===== config.mk =====
export PLATFORM = sky130hd
export DESIGN_NAME = pmt_timer
export DESIGN_NICKNAME = d
export VERILOG_FILES = /design/src/verilog/pmt_pkg.sv /design/src/verilog/pmt_scaler.sv /design/src/verilog/pmt_timer.sv
export SDC_FILE = /design/constraint.sdc
export NUM_CORES = 1
export LEC_CHECK = 0
export ABC_AREA = 1
export ABC_CLOCK_PERIOD_IN_PS = 4900
export BUFFER_PORTS_ARGS = -buffer_cell sky130_fd_sc_hd__buf_2
export CORE_MARGIN = 4
export CORE_UTILIZATION = 30
export DETAILED_ROUTE_END_ITERATION = 10
export PLACE_DENSITY = 0.59
export SETUP_SLACK_MARGIN = 0.3
export SLEW_MARGIN = 20
export SYNTH_ARGS = -nofsm -noshare
export SYNTH_HDL_FRONTEND = slang
export SYNTH_SLANG_ARGS = --single-unit

===== constraint.sdc =====
create_clock -name pclk -period 4.9 [get_ports pclk]
set_input_delay 0.49 -clock pclk [delete_from_list [all_inputs] [get_ports pclk]]
set_output_delay 0.49 -clock pclk [all_outputs]
set_load 0.1 [all_outputs]

===== src/verilog/pmt_pkg.sv =====
// ----------------------------------------------------------------
// period match timer constants
// ----------------------------------------------------------------
`default_nettype none
package pmt_pkg;

  // ----------------------------------------------------------------
  // register map, byte addresses on the apb port
  // ----------------------------------------------------------------
  localparam int unsigned PMT_ADDR_W = 12;
  localparam logic [11:0] PMT_OFF_CONTROL = 12'h000;
  localparam logic [11:0] PMT_OFF_COUNT = 12'h004;
  localparam logic [11:0] PMT_OFF_LIMIT = 12'h008;
  localparam logic [11:0] PMT_OFF_IRQ_STATUS = 12'h00C;
  localparam logic [11:0] PMT_OFF_IRQ_CLEAR = 12'h010;
  localparam logic [11:0] PMT_OFF_IRQ_ENABLE = 12'h014;

  // ----------------------------------------------------------------
  // control register fields
  // ----------------------------------------------------------------
  localparam int unsigned PMT_CTRL_W = 7;
  localparam int unsigned PMT_CTRL_PRESCALE_LSB = 0;
  localparam int unsigned PMT_CTRL_PRESCALE_MSB = 1;
  localparam int unsigned PMT_CTRL_RUN_BIT = 2;
  localparam int unsigned PMT_CTRL_POSTSCALE_LSB = 3;
  localparam int unsigned PMT_CTRL_POSTSCALE_MSB = 6;

  // ----------------------------------------------------------------
  // interrupt register fields
  // ----------------------------------------------------------------
  localparam int unsigned PMT_IRQ_MATCH_BIT = 0;

  // ----------------------------------------------------------------
  // reset values
  // ----------------------------------------------------------------
  localparam logic [6:0] PMT_CONTROL_RST = 7'h00;
  localparam logic [7:0] PMT_COUNT_RST = 8'h00;
  localparam logic [7:0] PMT_LIMIT_RST = 8'hFF;
  localparam logic PMT_FLAG_RST = 1'b0;
  localparam logic PMT_IRQ_EN_RST = 1'b0;

  // ----------------------------------------------------------------
  // prescale codes and their ratios minus one
  // ----------------------------------------------------------------
  localparam logic [1:0] PMT_PRESCALE_DIV1 = 2'h0;
  localparam logic [1:0] PMT_PRESCALE_DIV4 = 2'h1;
  localparam logic [3:0] PMT_PRESC_M1_DIV1 = 4'h0;
  localparam logic [3:0] PMT_PRESC_M1_DIV4 = 4'h3;
  localparam logic [3:0] PMT_PRESC_M1_DIV16 = 4'hF;

  // ----------------------------------------------------------------
  // timing: pclk cycles per instruction cycle
  // ----------------------------------------------------------------
  localparam int unsigned PMT_FOSC_PER_INSTR = 4;

endpackage
`default_nettype wire


===== src/verilog/pmt_scaler.sv =====
`timescale 1ns/1ns
`default_nettype none

// ----------------------------------------------------------------
// modulo event scaler, ratio is ratio_m1 plus one
// ----------------------------------------------------------------
module pmt_scaler #(
  parameter int unsigned W = 4
) (
  input wire logic pclk,
  input wire logic presetn,
  input wire logic clr,
  input wire logic tick_in,
  input wire logic [W-1:0] ratio_m1,
  output logic tick_out
);

  typedef struct packed {
    logic [W-1:0] cnt;
  } pmt_scaler_state_t;

  pmt_scaler_state_t state_reg;
  pmt_scaler_state_t state_next;
  logic at_end;

  // a ratio lowered below the running count ends the cycle at once
  assign at_end = (state_reg.cnt >= ratio_m1);

  always_comb begin
    state_next = state_reg;
    tick_out = 1'b0;
    if (clr) begin
      state_next.cnt = '0;
    end else if (tick_in) begin
      if (at_end) begin
        state_next.cnt = '0;
        tick_out = 1'b1;
      end else begin
        state_next.cnt = state_reg.cnt + 1'b1;
      end
    end
  end

  always_ff @(posedge pclk or negedge presetn) begin
    if (!presetn) begin
      state_reg <= '0;
    end else begin
      state_reg <= state_next;
    end
  end

endmodule

`default_nettype wire


===== src/verilog/pmt_timer.sv =====
// Contract
// - count steps once per prescaled tick, wraps to zero after matching the limit
// - limit register is read/write and resets to all ones
// - prescale code 00 divides by 1, 01 by 4, 1x by 16
// - postscaler ratio is the four-bit select value plus one
// - match flag is set each time the postscaler completes its ratio
// - writes to count or control and reset clear both scalers
// - a control write leaves the count value untouched
// - count register is read/write and resets to zero
// - counter runs only while control bit 2 is one, zero at reset
// - match pulse is exported as the pwm time base
// - match pulse before the postscaler feeds the serial port shift clock
`timescale 1ns/1ns
`default_nettype none

module pmt_timer import pmt_pkg::*; #(
  parameter int unsigned FOSC_PER_INSTR = PMT_FOSC_PER_INSTR
) (
  input wire logic pclk,
  input wire logic presetn,
  input wire logic psel,
  input wire logic penable,
  input wire logic pwrite,
  input wire logic [PMT_ADDR_W-1:0] paddr,
  input wire logic [31:0] pwdata,
  output logic [31:0] prdata,
  output logic pready,
  output logic pslverr,
  output logic irq,
  output logic pwm_time_base,
  output logic serial_shift_tick
);

  // ----------------------------------------------------------------
  // local widths
  // ----------------------------------------------------------------
  localparam int unsigned PH_W = (FOSC_PER_INSTR > 1) ? $clog2(FOSC_PER_INSTR) : 1;
  localparam logic [PH_W-1:0] PH_LAST = PH_W'(FOSC_PER_INSTR - 1);

  // ----------------------------------------------------------------
  // state
  // ----------------------------------------------------------------
  typedef struct packed {
    logic [PH_W-1:0] phase;
    logic [PMT_CTRL_W-1:0] control;
    logic [7:0] count;
    logic [7:0] limit;
    logic match_flag;
    logic match_irq_en;
    logic [31:0] prdata;
    logic pready;
    logic pslverr;
    logic irq;
    logic pwm_time_base;
    logic serial_shift_tick;
  } pmt_state_t;

  pmt_state_t state_reg;
  pmt_state_t state_next;

  // ----------------------------------------------------------------
  // apb decode
  // ----------------------------------------------------------------
  logic apb_setup;
  logic apb_commit;
  logic wr_control;
  logic wr_count;
  logic wr_limit;
  logic wr_irq_clear;
  logic wr_irq_enable;
  logic addr_mapped;
  logic [31:0] rdata;

  // one wait state: pready is registered, the write lands at the pready edge
  assign apb_setup = psel && penable && !state_reg.pready;
  assign apb_commit = psel && penable && state_reg.pready;

  always_comb begin
    wr_control = 1'b0;
    wr_count = 1'b0;
    wr_limit = 1'b0;
    wr_irq_clear = 1'b0;
    wr_irq_enable = 1'b0;
    addr_mapped = 1'b1;
    rdata = 32'h0000_0000;
    if (paddr == PMT_OFF_CONTROL) begin
      wr_control = apb_commit && pwrite;
      rdata = {25'h000_0000, state_reg.control};
    end else if (paddr == PMT_OFF_COUNT) begin
      wr_count = apb_commit && pwrite;
      rdata = {24'h00_0000, state_reg.count};
    end else if (paddr == PMT_OFF_LIMIT) begin
      wr_limit = apb_commit && pwrite;
      rdata = {24'h00_0000, state_reg.limit};
    end else if (paddr == PMT_OFF_IRQ_STATUS) begin
      rdata = {31'h0000_0000, state_reg.match_flag};
    end else if (paddr == PMT_OFF_IRQ_CLEAR) begin
      wr_irq_clear = apb_commit && pwrite;
    end else if (paddr == PMT_OFF_IRQ_ENABLE) begin
      wr_irq_enable = apb_commit && pwrite;
      rdata = {31'h0000_0000, state_reg.match_irq_en};
    end else begin
      addr_mapped = 1'b0;
    end
  end

  // ----------------------------------------------------------------
  // clock chain
  // ----------------------------------------------------------------
  logic instr_tick;
  logic run;
  logic scaler_clr;
  logic [3:0] presc_m1;
  logic [3:0] post_m1;
  logic presc_tick;
  logic post_tick;
  logic match_event;

  assign instr_tick = (state_reg.phase == PH_LAST);
  assign run = state_reg.control[PMT_CTRL_RUN_BIT];
  assign scaler_clr = wr_control || wr_count;
  assign post_m1 = state_reg.control[PMT_CTRL_POSTSCALE_MSB:PMT_CTRL_POSTSCALE_LSB];

  always_comb begin
    if (state_reg.control[PMT_CTRL_PRESCALE_MSB:PMT_CTRL_PRESCALE_LSB] == PMT_PRESCALE_DIV1) begin
      presc_m1 = PMT_PRESC_M1_DIV1;
    end else if (state_reg.control[PMT_CTRL_PRESCALE_MSB:PMT_CTRL_PRESCALE_LSB]
                 == PMT_PRESCALE_DIV4) begin
      presc_m1 = PMT_PRESC_M1_DIV4;
    end else begin
      presc_m1 = PMT_PRESC_M1_DIV16;
    end
  end

  pmt_scaler #(
    .W(4)
  ) u_prescaler (
    .pclk(pclk),
    .presetn(presetn),
    .clr(scaler_clr),
    .tick_in(instr_tick && run),
    .ratio_m1(presc_m1),
    .tick_out(presc_tick)
  );

  // a count write in the same cycle clears the prescaler, so no tick slips past it
  assign match_event = presc_tick && (state_reg.count == state_reg.limit);

  pmt_scaler #(
    .W(4)
  ) u_postscaler (
    .pclk(pclk),
    .presetn(presetn),
    .clr(scaler_clr),
    .tick_in(match_event),
    .ratio_m1(post_m1),
    .tick_out(post_tick)
  );

  // ----------------------------------------------------------------
  // next state
  // ----------------------------------------------------------------
  always_comb begin
    state_next = state_reg;

    // instruction phase divider runs free, independent of the run bit
    if (instr_tick) begin
      state_next.phase = '0;
    end else begin
      state_next.phase = state_reg.phase + 1'b1;
    end

    if (presc_tick) begin
      if (state_reg.count == state_reg.limit) begin
        state_next.count = 8'h00;
      end else begin
        state_next.count = state_reg.count + 8'h01;
      end
    end

    if (wr_count) begin
      state_next.count = pwdata[7:0];
    end

    if (wr_control) begin
      state_next.control = pwdata[PMT_CTRL_W-1:0];
    end

    if (wr_limit) begin
      state_next.limit = pwdata[7:0];
    end

    if (wr_irq_enable) begin
      state_next.match_irq_en = pwdata[PMT_IRQ_MATCH_BIT];
    end

    if (wr_irq_clear && pwdata[PMT_IRQ_MATCH_BIT]) begin
      state_next.match_flag = 1'b0;
    end
    if (post_tick) begin
      state_next.match_flag = 1'b1;
    end

    state_next.irq = state_next.match_flag && state_next.match_irq_en;

    state_next.pwm_time_base = match_event;
    state_next.serial_shift_tick = match_event;

    // bus answer, one cycle of pready per access
    state_next.pready = apb_setup;
    state_next.pslverr = apb_setup && !addr_mapped;
    if (apb_setup && !pwrite) begin
      state_next.prdata = rdata;
    end
  end

  // ----------------------------------------------------------------
  // registers
  // ----------------------------------------------------------------
  always_ff @(posedge pclk or negedge presetn) begin
    if (!presetn) begin
      state_reg.phase <= '0;
      state_reg.control <= PMT_CONTROL_RST;
      state_reg.count <= PMT_COUNT_RST;
      state_reg.limit <= PMT_LIMIT_RST;
      state_reg.match_flag <= PMT_FLAG_RST;
      state_reg.match_irq_en <= PMT_IRQ_EN_RST;
      state_reg.prdata <= 32'h0000_0000;
      state_reg.pready <= 1'b0;
      state_reg.pslverr <= 1'b0;
      state_reg.irq <= 1'b0;
      state_reg.pwm_time_base <= 1'b0;
      state_reg.serial_shift_tick <= 1'b0;
    end else begin
      state_reg <= state_next;
    end
  end

  assign prdata = state_reg.prdata;
  assign pready = state_reg.pready;
  assign pslverr = state_reg.pslverr;
  assign irq = state_reg.irq;
  assign pwm_time_base = state_reg.pwm_time_base;
  assign serial_shift_tick = state_reg.serial_shift_tick;

endmodule

`default_nettype wire


Word-level counts from Yosys, hierarchy flattened
Index checks and enable logic that the tools add are counted.
{ "totals": {"out_inout_bits": 37, "input_bits": 49, "regBits": 71, "word_cells": 96} }
{ "op_classes": {"mux": 50, "magnitude_cmp": 2, "n_eq_ne": 8, "n_reduce_logical": 19, "add_sub_neg": 4} }
{ "op_table": {"columns": ["operator", "n"], "rows": [
  ["2-to-1 mux 8 bit", 6],
  ["2-to-1 mux 1 bit", 35],
  ["2-to-1 mux 4 bit", 8],
  ["equality test 12 x 4 -> 1 bit, second input constant", 2],
  ["equality test 12 x 5 -> 1 bit, second input constant", 2],
  ["equality test 12 x 3 -> 1 bit, second input constant", 1],
  ["logical NOT 12 bit", 1],
  ["logical AND 1 bit", 10],
  ["adder 4 x 1 -> 4 bit, second input constant", 2],
  ["adder 8 x 1 -> 8 bit, second input constant", 1],
  ["equality test 8 bit", 1],
  [">= comparator 4 bit", 2],
  ["nonzero test 2 bit", 3],
  ["logical NOT 1 bit", 3],
  ["adder 2 x 1 -> 2 bit, second input constant", 1],
  ["equality test 2 x 1 -> 1 bit, second input constant", 1],
  ["equality test 2 bit, second input constant", 1],
  ["logical NOT 2 bit", 1],
  ["2-to-1 mux 2 bit", 1],
  ["logical OR 1 bit", 1]
]} }

Longest topological paths before layout
Gate-level depths: netlist (run 1).
{ "logic_depth": {"ltp_word": 12, "depth_mapped": 12, "depth_no_buf": 12} }

By module
From an unflattened synthesis (run 1), not the netlist that was laid out.
{ "hier_totals": {"hier_cells": 433, "hier_area_um2": 3239.4} }
{ "by_module_without_submodules": {"columns": ["module", "cells_per_inst", "area_each_um2", "instances", "seq_area_each_um2"], "rows": [
  ["pmt_timer", 343, 2573.7, 1, 985.9],
  ["pmt_scaler", 45, 332.8, 2, 100.1]
]} }

Worst setup path after synthesis (run 1)
No wires, ideal clock.
{ "synth_path": {"kind": "reg-to-reg", "start": "register pready (netlist name)", "end": "register state_reg[54] (netlist bit)", "path_buffers": 0, "required_ps": 4784, "arrival_time_ps": 1976, "setup_slack_ps": 2807, "synth_period_minus_slack_ps": 2093, "setup_ps": 116, "path_stages_with_launch": 10, "cell_sequence": "dfrtp_1 nand2_1 nor2_4 nand3_4 nand2_4 nor2_8 nor2_8 inv_4 nand2_1 nand2_1"} }
{ "synth_between": {"elab_chain_cells": 7, "elab_cells_between_ends": 9, "cone_classes": "mux: 5; reduce/logical: 4"} }
{ "synth_lines": {"columns": ["item", "line", "rtl"], "rows": [
  ["logical AND 1 bit (*)", "pmt_timer.sv:76", "assign apb_commit = psel && penable && state_reg.pready;"],
  ["logical AND 1 bit (*)", "pmt_timer.sv:87, pmt_timer.sv:90", null],
  ["2-to-1 mux 1 bit", "pmt_timer.sv:89", "end else if (paddr == PMT_OFF_COUNT) begin"],
  ["2-to-1 mux 1 bit", "pmt_timer.sv:86", "if (paddr == PMT_OFF_CONTROL) begin"],
  ["logical OR 1 bit", "pmt_timer.sv:121", "assign scaler_clr = wr_control || wr_count;"],
  ["2-to-1 mux 1 bit", "pmt_scaler.sv:32", "if (clr) begin"],
  ["nonzero test 2 bit (no line)", null, null],
  ["end signal, assigned", "pmt_timer.sv:235", "state_reg <= state_next;"],
  ["end, declared", "pmt_timer.sv:58", "pmt_state_t state_reg;"]
]} }
Mark *: on every way between the ends. The rest lies on a longest branch, timed or not.
A chain may end at the register's enable or synchronous reset.

Worst setup path in the final report (run 1)
{ "layout_path": {"start": "register state_reg[56] (netlist bit)", "end": "register u_postscaler.state_reg[1] (netlist bit)"} }
{ "layout_between": {"elab_chain_cells": 9, "elab_cells_between_ends": 10, "cone_classes": "order compare: 1; eq/ne: 1; mux: 5; reduce/logical: 3"} }
{ "layout_lines": {"columns": ["item", "line", "rtl"], "rows": [
  ["equality test 2 x 1 -> 1 bit", "pmt_timer.sv:128", "== PMT_PRESCALE_DIV4) begin"],
  ["2-to-1 mux 4 bit", "pmt_timer.sv:127", "end else if (state_reg.control[PMT_CTRL_PRESCALE_MSB:PMT_CTRL_PRESCALE_LSB]"],
  ["2-to-1 mux 4 bit (*)", "pmt_timer.sv:125", "if (state_reg.control[PMT_CTRL_PRESCALE_MSB:PMT_CTRL_PRESCALE_LSB] == PMT_PRESCALE_DIV1) begin"],
  [">= comparator 4 bit (*)", "pmt_scaler.sv:27", "assign at_end = (state_reg.cnt >= ratio_m1);"],
  ["2-to-1 mux 1 bit (*)", "pmt_scaler.sv:35", "if (at_end) begin"],
  ["2-to-1 mux 1 bit (*)", "pmt_scaler.sv:34", "end else if (tick_in) begin"],
  ["2-to-1 mux 1 bit (*)", "pmt_scaler.sv:32", null],
  ["logical AND 1 bit (*)", "pmt_timer.sv:147", "assign match_event = presc_tick && (state_reg.count == state_reg.limit);"],
  ["nonzero test 2 bit (no line) (*)", null, null],
  ["end signal, assigned", "pmt_scaler.sv:48", "state_reg <= state_next;"],
  ["end, declared", "pmt_scaler.sv:22", "pmt_scaler_state_t state_reg;"]
]} }
Marked as above.

==> impl_metrics.py, run 1 <==
metrics = {
    "global_routing": {
        "grt-ovfl-total": 0,
        "grt_pass1_wl_um": 12030,
        "grt_max_degree": 48,
        "grt_pass1_vias": 2467,
        "grt.total_usage": 0.1165,
        "grt_antenna_before_repair": 0,
    },
    "finish": {
        "layout_common_cells": "123 x nand2_1, 46 x inv_1, 39 x dfrtp_1",
        "largest_reg_flops": 22,
        "antenna_cells": 0,
        "area_growth_pct": 8.489,
        "stdcell_area_um2": 3486,
        "final_common_cell": "nand2_1",
        "final_layout_size_suffix_gt1_frac": 0.1763,
        "final.fill_count": 1105,
        "nets": 508,
    },
    "critical_path": {
        "required_ns": 5.14,
        "reg2reg_to": "u_postscaler.state_reg[1]$_DFFE_PN0P_",
        "critical_path_class": "reg -> reg",
        "crit_path_top_delay_cell": "dfrtp_1",
        "path_max_fanout": 3,
        "cp_slowest_stage_delay_ns": 0.41,
        "arrival_ns": 2.19,
        "path_delay_family": "simple AND/OR/NAND/NOR gates",
        "crit_path_cell_trace": "nor2_1, ha_1, inv_1, o21bai_1, nand2_1, nand3_1, nand2_1, inv_1, a21oi_1, nand2_1, nand2_1",
        "r2r-start": "state_reg[56]$_DFFE_PN0P_",
        "cpMostUsedCell": "nand2_1",
        "reg2reg_depth": 11,
        "end_kind": "flip-flop",
        "crit_buf_inv": 2,
        "reg2reg_slack_ns": 2.96,
        "start_kind": "flip-flop",
    },
    "place": {
        "dpl_cell_area_um2": 3367,
        "portBuffers": 37,
        "gp_congestion": 0.7993,
        "dp_hpwl_um": 5476,
    },
    "cts": {
        "postCtsHoldBufs": 0,
        "htree_levels": 2,
        "clkLatencyLatePin_ns": 0.31,
        "cts_tree": "built",
        "post_cts_resized": 0,
        "post_cts_buffers": 0,
        "cts_sinks": 47,
        "numCtsBuffers": 5,
        "cts_root_buffer": "clkbuf_8",
        "clkTransAtPathRegs_ns": 0.10,
        "clk_path_buf_depth": 2,
    },
    "synthesis": {
        "yosysSeqAreaShare": 0.3692,
        "ys_ff_latch": 47,
        "synth.area.top_cells": "dfrtp_1 30%, nand2_1 14%, buf_4 7.7%",
        "synth_edf_count": 0,
        "muxShareOfSynthArea": 0.003505,
        "ys_warn_count": 0,
        "synthSimpleGateAreaFrac": 0.3283,
        "synth_flop_cell": "dfrtp_1",
        "async_flop_share": 1.000,
        "synth_top_family_by_area": "simple AND/OR/NAND/NOR gates",
        "synth-xor-area-share": 0.04089,
        "synth_top_area_share": 0.3037,
        "synth.largest_area_cell": "dfrtp_1",
        "syn_area_um2": 3213,
        "synth_compound_area_frac": 0.05958,
        "synth_adder_area_share": 0.04673,
        "ys_types": 37,
        "syn_inst": 420,
        "postSynthAreaPerCell_um2": 7.650,
    },
    "drt": {
        "drc_errors": 0,
        "drtIter0Drc": 115,
        "num_vias": 2553,
        "vias_per_cell": 4.372,
        "finalWirelength_um": 7037,
        "firstDrtPassIters": 4,
        "antenna_left": 0,
        "wl_per_cell_um": 12.05,
    },
    "sta": {
        "rsz0062_at_grt": "false",
        "hold_viol": 0,
        "setup_viol": 0,
        "fmax_mhz": 514.8,
        "maxSlewViolCount": 0,
        "timing.final.crit_share": 0.3964,
        "tightest_slew_ns": 0.6105,
        "tns_ns": 0,
        "finalClockSkew_ns": 0.01367,
        "period_minus_slack_ns": 1.943,
        "relSlewSlack": 0.5930,
    },
    "floorplanning": {
        "die_w_um": 111.5,
        "fp.dieH_um": 111.5,
        "io_pins": 86,
        "dieArea_um2": 12430,
        "start_util": 0.3098,
        "num_rows": 37,
        "core_area_um2": 10370,
    },
    "pwr": {
        "power_density_nw_per_um2": 234.4,
        "ir_drop_mv": 0.08584,
        "p_leak_nw": 1.800,
        "total_power_uw": 817.1,
    },
    "worst_hold_path": {
        "hold_class": "in -> async",
    },
    "job": {
        "max-cap-violations": 0,
    },
    "status": {
        "status": "complete, no violations",
    },
}
[metrics by stage]
step                cells  utilization  hold WS, ns  worst slack (ns)
floorplan             443            -       0.1944             2.807
global placement      576       0.3247       0.4131             2.905
detailed placement    576       0.3247       0.4161             2.884
CTS                   584       0.3359       0.4220             2.960
global route          584       0.3361       0.2333             2.803
finish                584       0.3361       0.1846             2.957
[metal layers]
layer	up-vias	global-route usage	share of wire
li1	1326	-	-
met1	1162	0.1591	0.50
met2	58	0.1821	0.43
met3	7	0.02989	0.059
met4	0	0.03487	0.013
met5	-	0	0
[synth_stat cells, types with 2 or more instances]
cell and instances:
nor2_2 3, nand2_2 4, dfstp_2 8, nand3b_1 5, inv_4 2, nor2_1 26
o21bai_1 2, buf_2 4, dfrtp_1 39, xor2_1 4, nand3_4 3, o21ai_0 23
nor3_1 6, nand3_1 24, nor2_4 5, nand2_1 123, xnor2_1 11, buf_4 33
ha_1 12, o21ai_1 3, inv_1 46, inv_2 2, nor2_8 2, nand4_1 12
a21oi_1 6
[kinds of logic after synthesis]
group,Yosys count
flops,47
buf+inv,91
compound gates,36
other cells,1
fa+ha+maj,12
simple gates,217
xor+xnor,15
mux,1
[power breakdown]
part / internal, mW / switching, mW / total [mW]
clock: 0.155 / 0.148 / 0.303
combinational: 0.0116 / 0.114 / 0.125
sequential: 0.389 / 0.000435 / 0.389
total: 0.556 / 0.262 / 0.817
[cell type report]
class                      count  area, µm²  area share
clock buffer                   5      68.82     0.01974
clock inverter                 3      47.55     0.01364
inverter                      51      196.4     0.05635
multi-input combinational    305       1629      0.4673
sequential                    47       1186      0.3403
tap                          136      170.2     0.04882
timing repair buffer          37      187.7     0.05384
[how the worst max path moves through the flow]
| stage | from | end | cells past startpoint |
|---|---|---|---|
| final | state_reg[56]$_DFFE_PN0P_ | u_postscaler.state_reg[1]$_DFFE_PN0P_ | 11 |
| after global routing | state_reg[56]$_DFFE_PN0P_ | u_postscaler.state_reg[1]$_DFFE_PN0P_ | 11 |
| after CTS | state_reg[56]$_DFFE_PN0P_ | u_postscaler.state_reg[1]$_DFFE_PN0P_ | 11 |
| after detailed placement | paddr[1] | state_reg[46]$_DFFE_PN1P_ | 6 |
| after global placement | paddr[0] | state_reg[46]$_DFFE_PN1P_ | 6 |
| after floorplan | pready$_DFF_PN0_ | state_reg[54]$_DFFE_PN0P_ | 9 |
(Power assumes the default switching activity.)
==> run 2, diff against run 1 <==
--- a/config.mk
+++ b/config.mk
@@ -6,12 +6,12 @@
 export NUM_CORES = 1
 export LEC_CHECK = 0
 export ABC_AREA = 1
-export ABC_CLOCK_PERIOD_IN_PS = 4900
+export ABC_CLOCK_PERIOD_IN_PS = 1600
 export BUFFER_PORTS_ARGS = -buffer_cell sky130_fd_sc_hd__buf_2
 export CORE_MARGIN = 4
 export CORE_UTILIZATION = 30
 export DETAILED_ROUTE_END_ITERATION = 10
-export PLACE_DENSITY = 0.59
+export PLACE_DENSITY = 0.61
 export SETUP_SLACK_MARGIN = 0.3
 export SLEW_MARGIN = 20
 export SYNTH_ARGS = -nofsm -noshare
==> constraint.sdc (replaced) <==
create_clock -name pclk -period 1.6 [get_ports pclk]
set_input_delay 0.16 -clock pclk [delete_from_list [all_inputs] [get_ports pclk]]
set_output_delay 0.16 -clock pclk [all_outputs]
set_load 0.1 [all_outputs]
==> run 2 against run 1 <==
  * The flow now finishes with violations (setup timing)
  * Utilization increased by 4.9 points
  * Power rose to 3.1 times the previous value
  * First-iteration DRC count grew 69%
  * Register-to-register slack lost 3.1 ns
  * Global-route usage up 1.3 points
  * Non-clock buffer count grew 31
  * Fmax rose by 11%
  * Combinational power increased to 3.2 times the previous value
  * Sequential power grew to 3.1 times the previous value
  * Largest power group unchanged
==> impl_metrics.py, run 2 (same netlist as run 1, synthesis figures left out) <==
metrics = {
    "sta": {
        "setup_viol": 19,
        "rsz0062_at_grt": "true",
        "timing.final.crit_share": 1.091,
        "finalClockSkew_ns": 0.007172,
        "tns_ns": -2.127,
        "post-route-worst-setup-slack_ns": -0.1455,
        "period_minus_slack_ns": 1.746,
        "fmax_mhz": 572.9,
        "hold_viol": 0,
        "maxSlewViolCount": 0,
    },
    "finish": {
        "final_layout_size_suffix_gt1_frac": 0.3188,
        "final_util": 0.3848,
        "final_common_cell": "nand2_1",
        "layout_common_cells": "108 x nand2_1, 41 x inv_1, 37 x dfrtp_1",
        "largest_reg_flops": 22,
        "stdcell_area_um2": 3990,
        "area_growth_pct": 24.18,
        "final_cells": 617,
        "nets": 540,
    },
    "cts": {
        "cts_sinks": 47,
        "clkTransAtPathRegs_ns": 0.09,
        "clkLatencyLatePin_ns": 0.30,
        "htree_levels": 2,
        "cts_tree": "built",
        "clk_path_buf_depth": 2,
        "cts_root_buffer": "clkbuf_8",
        "numCtsBuffers": 5,
    },
    "critical_path": {
        "path_max_fanout": 8,
        "crit_path_top_delay_cell": "dfrtp_1",
        "end_kind": "flip-flop",
        "start_kind": "flip-flop",
        "reg2reg_slack_ns": -0.15,
        "arrival_ns": 1.99,
        "crit_end": "state_reg[48]$_DFFE_PN0P_",
        "reg2reg_depth": 12,
        "critical_path_class": "reg -> reg",
        "r2r-start": "state_reg[56]$_DFFE_PN0P_",
        "crit_path_cell_trace": "nor2_4, ha_4, inv_2, o21bai_1, nand2_1, nand3_2, nand2_4, nor2_8, nor2_8, inv_8, nand2_2, nand2_1",
        "cp_slowest_stage_delay_ns": 0.43,
        "required_ns": 1.84,
        "startpoint": "state_reg[56]$_DFFE_PN0P_",
        "reg2reg_to": "state_reg[48]$_DFFE_PN0P_",
    },
    "floorplanning": {
        "io_pins": 86,
        "start_util": 0.3098,
        "num_rows": 37,
        "core_area_um2": 10370,
        "fp.dieH_um": 111.5,
        "die_w_um": 111.5,
        "dieArea_um2": 12430,
    },
    "drt": {
        "drtIter0Drc": 194,
        "firstDrtPassIters": 4,
        "wl_per_cell_um": 12.62,
        "num_vias": 2732,
        "vias_per_cell": 4.428,
        "finalWirelength_um": 7786,
        "antenna_left": 0,
        "drc_errors": 0,
    },
    "pwr": {
        "power_density_nw_per_um2": 629.5,
        "p_leak_nw": 2.022,
        "ir_drop_mv": 0.2874,
    },
    "global_routing": {
        "grt_pass1_vias": 2707,
        "grt_antenna_before_repair": 0,
        "grt.total_usage": 0.1292,
        "grt.met2_usage": 0.2095,
        "grtUsageMet1": 0.1768,
        "grt_max_degree": 21,
        "grt_pass1_wl_um": 13370,
        "grtUsageMet3": 0.02554,
        "grt-ovfl-total": 0,
        "grt_busiest_layer": "met2",
    },
    "status": {
        "violations": "setup timing",
        "status": "complete, but fails checks",
    },
    "place": {
        "gp_congestion": 0.8271,
        "dp.cells": 600,
        "portBuffers": 37,
        "dp_hpwl_um": 6037,
        "dpl_cell_area_um2": 3626,
        "place_ws_ns": -0.1680,
    },
    "worst_hold_path": {
        "holdCritStartpoint": "pwdata[2]",
        "hold_depth": 3,
        "hold_class": "in -> reg",
    },
    "job": {
        "max-cap-violations": 0,
    },
}
==> run 2: routing by layer <==
metal / part of all wire / up-vias
met2: 0.47 / 64
met5: 0 / -
li1: - / 1390
met1: 0.46 / 1271
met3: 0.057 / 7
met4: 0.012 / 0
==> run 2: timing repair <==
action	4_1_cts	5_1_grt
hold endpoints to repair	18	0
pin swaps	6	19
gates resized for setup	13	39
gates cloned	1	0
setup buffers	3	3
hold buffers	1	0
setup endpoints to repair	39	44
==> run 2: stage by stage <==
stage                     hold slack, ns  power (mW)
after global routing              0.1134       2.607
after global placement            0.1338       1.609
final                             0.1020       2.512
after CTS                        0.09744       2.538
after detailed placement          0.1500       1.613
after floorplan                  -0.1356       1.574
==> run 2: cell type report <==
cell class | count | area [µm²]
diodes | 1 | 2.502
clock buffers | 6 | 82.58
clock inverters | 2 | 35.03
fillers | 1084 | 6380
inverters | 51 | 203.9
multi-input cells | 306 | 1834
flip-flops and latches | 47 | 1191
well taps | 136 | 170.2
repair buffers | 68 | 470.5
==> run 2: power by group <==
part	total, mW	leakage, nW	internal [mW]	switching [mW]
clock	0.913	0.0612	0.506	0.407
combinational	0.404	1.35	0.0492	0.355
sequential	1.19	0.613	1.19	0.00287
==> run 2: worst min path at each step <==
stage	end
global route	state_reg[43]$_DFFE_PN1P_
floorplan	irq$_DFF_PN0_
finish	state_reg[41]$_DFFE_PN1P_
CTS	state_reg[41]$_DFFE_PN1P_
detailed placement	state_reg[38]$_DFF_PN0_
global placement	state_reg[38]$_DFF_PN0_
==> run 2: critical path: cells and delay by family (launching register included) <==
| family | cells | cell delay [ns] |
|---|---|---|
| and+or+nand+nor | 8 | 0.74 |
| DFF | 1 | 0.43 |
| adders and majority gates | 1 | 0.27 |
| buffers and inverters | 2 | 0.13 |
| AOI/OAI and AO/OA | 1 | 0.12 |
==> run 3, diff against run 2 <==
--- a/config.mk
+++ b/config.mk
@@ -11,7 +11,7 @@
 export CORE_MARGIN = 4
 export CORE_UTILIZATION = 30
 export DETAILED_ROUTE_END_ITERATION = 10
-export PLACE_DENSITY = 0.61
+export PLACE_DENSITY = 0.53
 export SETUP_SLACK_MARGIN = 0.3
 export SLEW_MARGIN = 20
 export SYNTH_ARGS = -nofsm -noshare
==> constraint.sdc (replaced) <==
create_clock -name pclk -period 1.6 [get_ports pclk]
set_input_delay 0.16 -clock pclk [delete_from_list [all_inputs] [get_ports pclk]]
set_output_delay 0.16 -clock pclk [all_outputs]
set_load 0.02 [all_outputs]
==> run 3 against run 2 <==
  * The flow still finishes with violations (setup timing)
  * Clock power grew 2%
  * First-iteration DRC count shrank 37%
  * Global-route usage is 0.20 points lower
  * Die area did not move
  * Utilization is 1.0 points lower
  * Worst hold slack lost 0.026 ns
  * Power decreased by 7.8%
  * Setup slack gained 0.015 ns
  * Non-clock buffer count shrank 2
  * Clock skew is 0.0018 ns lower
  * Final area decreased by 2.6%
  * Largest cell class unchanged
  * Largest power group unchanged
  * Highest routed layer unchanged
==> impl_metrics.py, run 3 (same netlist as run 1, synthesis figures left out) <==
metrics = {
    "sta": {
        "post-route-worst-setup-slack_ns": -0.1308,
        "period_minus_slack_ns": 1.731,
        "fmax_mhz": 577.8,
        "tns_ns": -1.733,
        "setup_viol": 19,
        "holdWs_ns": 0.07586,
        "hold_viol": 0,
        "rsz0062_at_grt": "true",
        "timing.final.crit_share": 1.082,
        "maxSlewViolCount": 0,
        "finalClockSkew_ns": 0.005328,
    },
    "global_routing": {
        "grt-ovfl-total": 0,
        "grt.total_usage": 0.1272,
        "grt_pass1_vias": 2630,
        "grt_antenna_before_repair": 0,
        "grt_max_degree": 48,
        "grt_pass1_wl_um": 12960,
    },
    "worst_hold_path": {
        "holdCritStartpoint": "pwdata[2]",
        "hold_class": "in -> reg",
        "whs_endpoint": "state_reg[41]$_DFFE_PN1P_",
        "hold_depth": 3,
    },
    "floorplanning": {
        "core_area_um2": 10370,
        "start_util": 0.3098,
        "die_w_um": 111.5,
        "dieArea_um2": 12430,
        "num_rows": 37,
        "fp.dieH_um": 111.5,
        "io_pins": 86,
    },
    "critical_path": {
        "startpoint": "state_reg[56]$_DFFE_PN0P_",
        "r2r-start": "state_reg[56]$_DFFE_PN0P_",
        "arrival_ns": 1.98,
        "reg2reg_depth": 12,
        "critical_path_class": "reg -> reg",
        "path_max_fanout": 8,
        "required_ns": 1.85,
        "reg2reg_to": "state_reg[48]$_DFFE_PN0P_",
        "start_kind": "flip-flop",
        "reg2reg_slack_ns": -0.13,
        "end_kind": "flip-flop",
    },
    "drt": {
        "drtIter0Drc": 123,
        "finalWirelength_um": 7745,
        "antenna_left": 0,
        "num_vias": 2741,
        "wl_met3_um": 496,
        "wl_met2_um": 3548,
        "firstDrtPassIters": 4,
        "drc_errors": 0,
        "wl_met1_um": 3635,
        "vias_per_cell": 4.457,
        "wl_per_cell_um": 12.59,
        "dr.max_layer_used": "met4",
    },
    "finish": {
        "stdcell_area_um2": 3885,
        "antenna_cells": 0,
        "final_layout_size_suffix_gt1_frac": 0.2797,
        "final_util": 0.3746,
        "final.fill_count": 1101,
        "largest_reg_flops": 22,
        "final_cells": 615,
        "area_growth_pct": 20.91,
        "layout_common_cells": "120 x nand2_1, 44 x inv_1, 38 x dfrtp_1",
        "nets": 539,
        "final_common_cell": "nand2_1",
    },
    "status": {
        "status": "complete, but fails checks",
        "violations": "setup timing",
    },
    "place": {
        "place_ws_ns": -0.1651,
        "dp.cells": 600,
        "dpl_cell_area_um2": 3610,
        "dp_hpwl_um": 5867,
        "gp_congestion": 0.8305,
        "portBuffers": 37,
    },
    "cts": {
        "cts_sinks": 47,
        "clk_path_buf_depth": 2,
        "clkTransAtPathRegs_ns": 0.09,
        "htree_levels": 2,
        "cts_tree": "built",
        "clkLatencyLatePin_ns": 0.31,
        "cts_root_buffer": "clkbuf_8",
        "numCtsBuffers": 5,
    },
    "pwr": {
        "ir_drop_mv": 0.3436,
        "total_power_mw": 2.316,
        "power_density_nw_per_um2": 596.1,
        "p_leak_nw": 2.006,
    },
    "job": {
        "max-cap-violations": 0,
    },
}
-- run 3: cell types whose count changed in the layout (fill, tap and decap cells not counted), sizes merged --
cell / change
inv: -2
clkinv: +2
clkbuf: -1
diode: -1
buf: -1
nand4: +1
-- run 3: where the power goes --
part	switching, mW	internal (mW)
Combinational	0.145	0.0486
Clock	0.423	0.506
Sequential	0.00175	1.19
Total	0.570	1.75
-- run 3: worst max-delay path by stage --
stage	to	slack (ns)	cells after the start
6_report	state_reg[48]$_DFFE_PN0P_	-0.13	12
2_1_floorplan	state_reg[48]$_DFFE_PN0P_	0.04	12
3_5_place_dp	state_reg[52]$_DFFE_PN0P_	-0.17	12
5_1_grt	state_reg[48]$_DFFE_PN0P_	-0.30	12
3_3_place_gp	state_reg[49]$_DFFE_PN0P_	-0.12	12
4_1_cts	state_reg[52]$_DFFE_PN0P_	-0.15	12
-- run 3: area by class of cell --
class,instances,area [µm²],area share
clock buffers,6,82.58,0.02126
multi-input cells,307,1775,0.4570
well taps,136,170.2,0.04380
repair buffers,66,429.2,0.1105
clock inverters,2,35.03,0.009018
inverters,51,205.2,0.05282
flip-flops and latches,47,1187,0.3056
-- run 3: metal layers --
metal	global-route usage	vias up
li1	-	1400
met5	0	-
met1	0.1726	1264
met4	0.03569	0
met3	0.02935	4
met2	0.2039	73
-- run 3: worst max-delay path, stage by stage, from the launching register on --
cell,delay (ns)
dfrtp_1,0.39
inv_1,0.10
ha_1,0.30
nand2_1,0.05
inv_1,0.07
nand3_2,0.08
nand3_2,0.09
nand2_4,0.09
nor2_8,0.24
nor2_8,0.07
inv_6,0.09
nand2_1,0.05
nand2_1,0.05
-- run 3: what timing repair did --
| action | in CTS | in global routing |
|---|---|---|
| setup endpoints to repair | 27 | 35 |
| pin swaps | 7 | 12 |
| gates resized for setup | 13 | 23 |
| gates cloned | 2 | 0 |
| hold endpoints to repair | 39 | 0 |
| setup buffers | 1 | 3 |
| hold buffers | 1 | 0 |
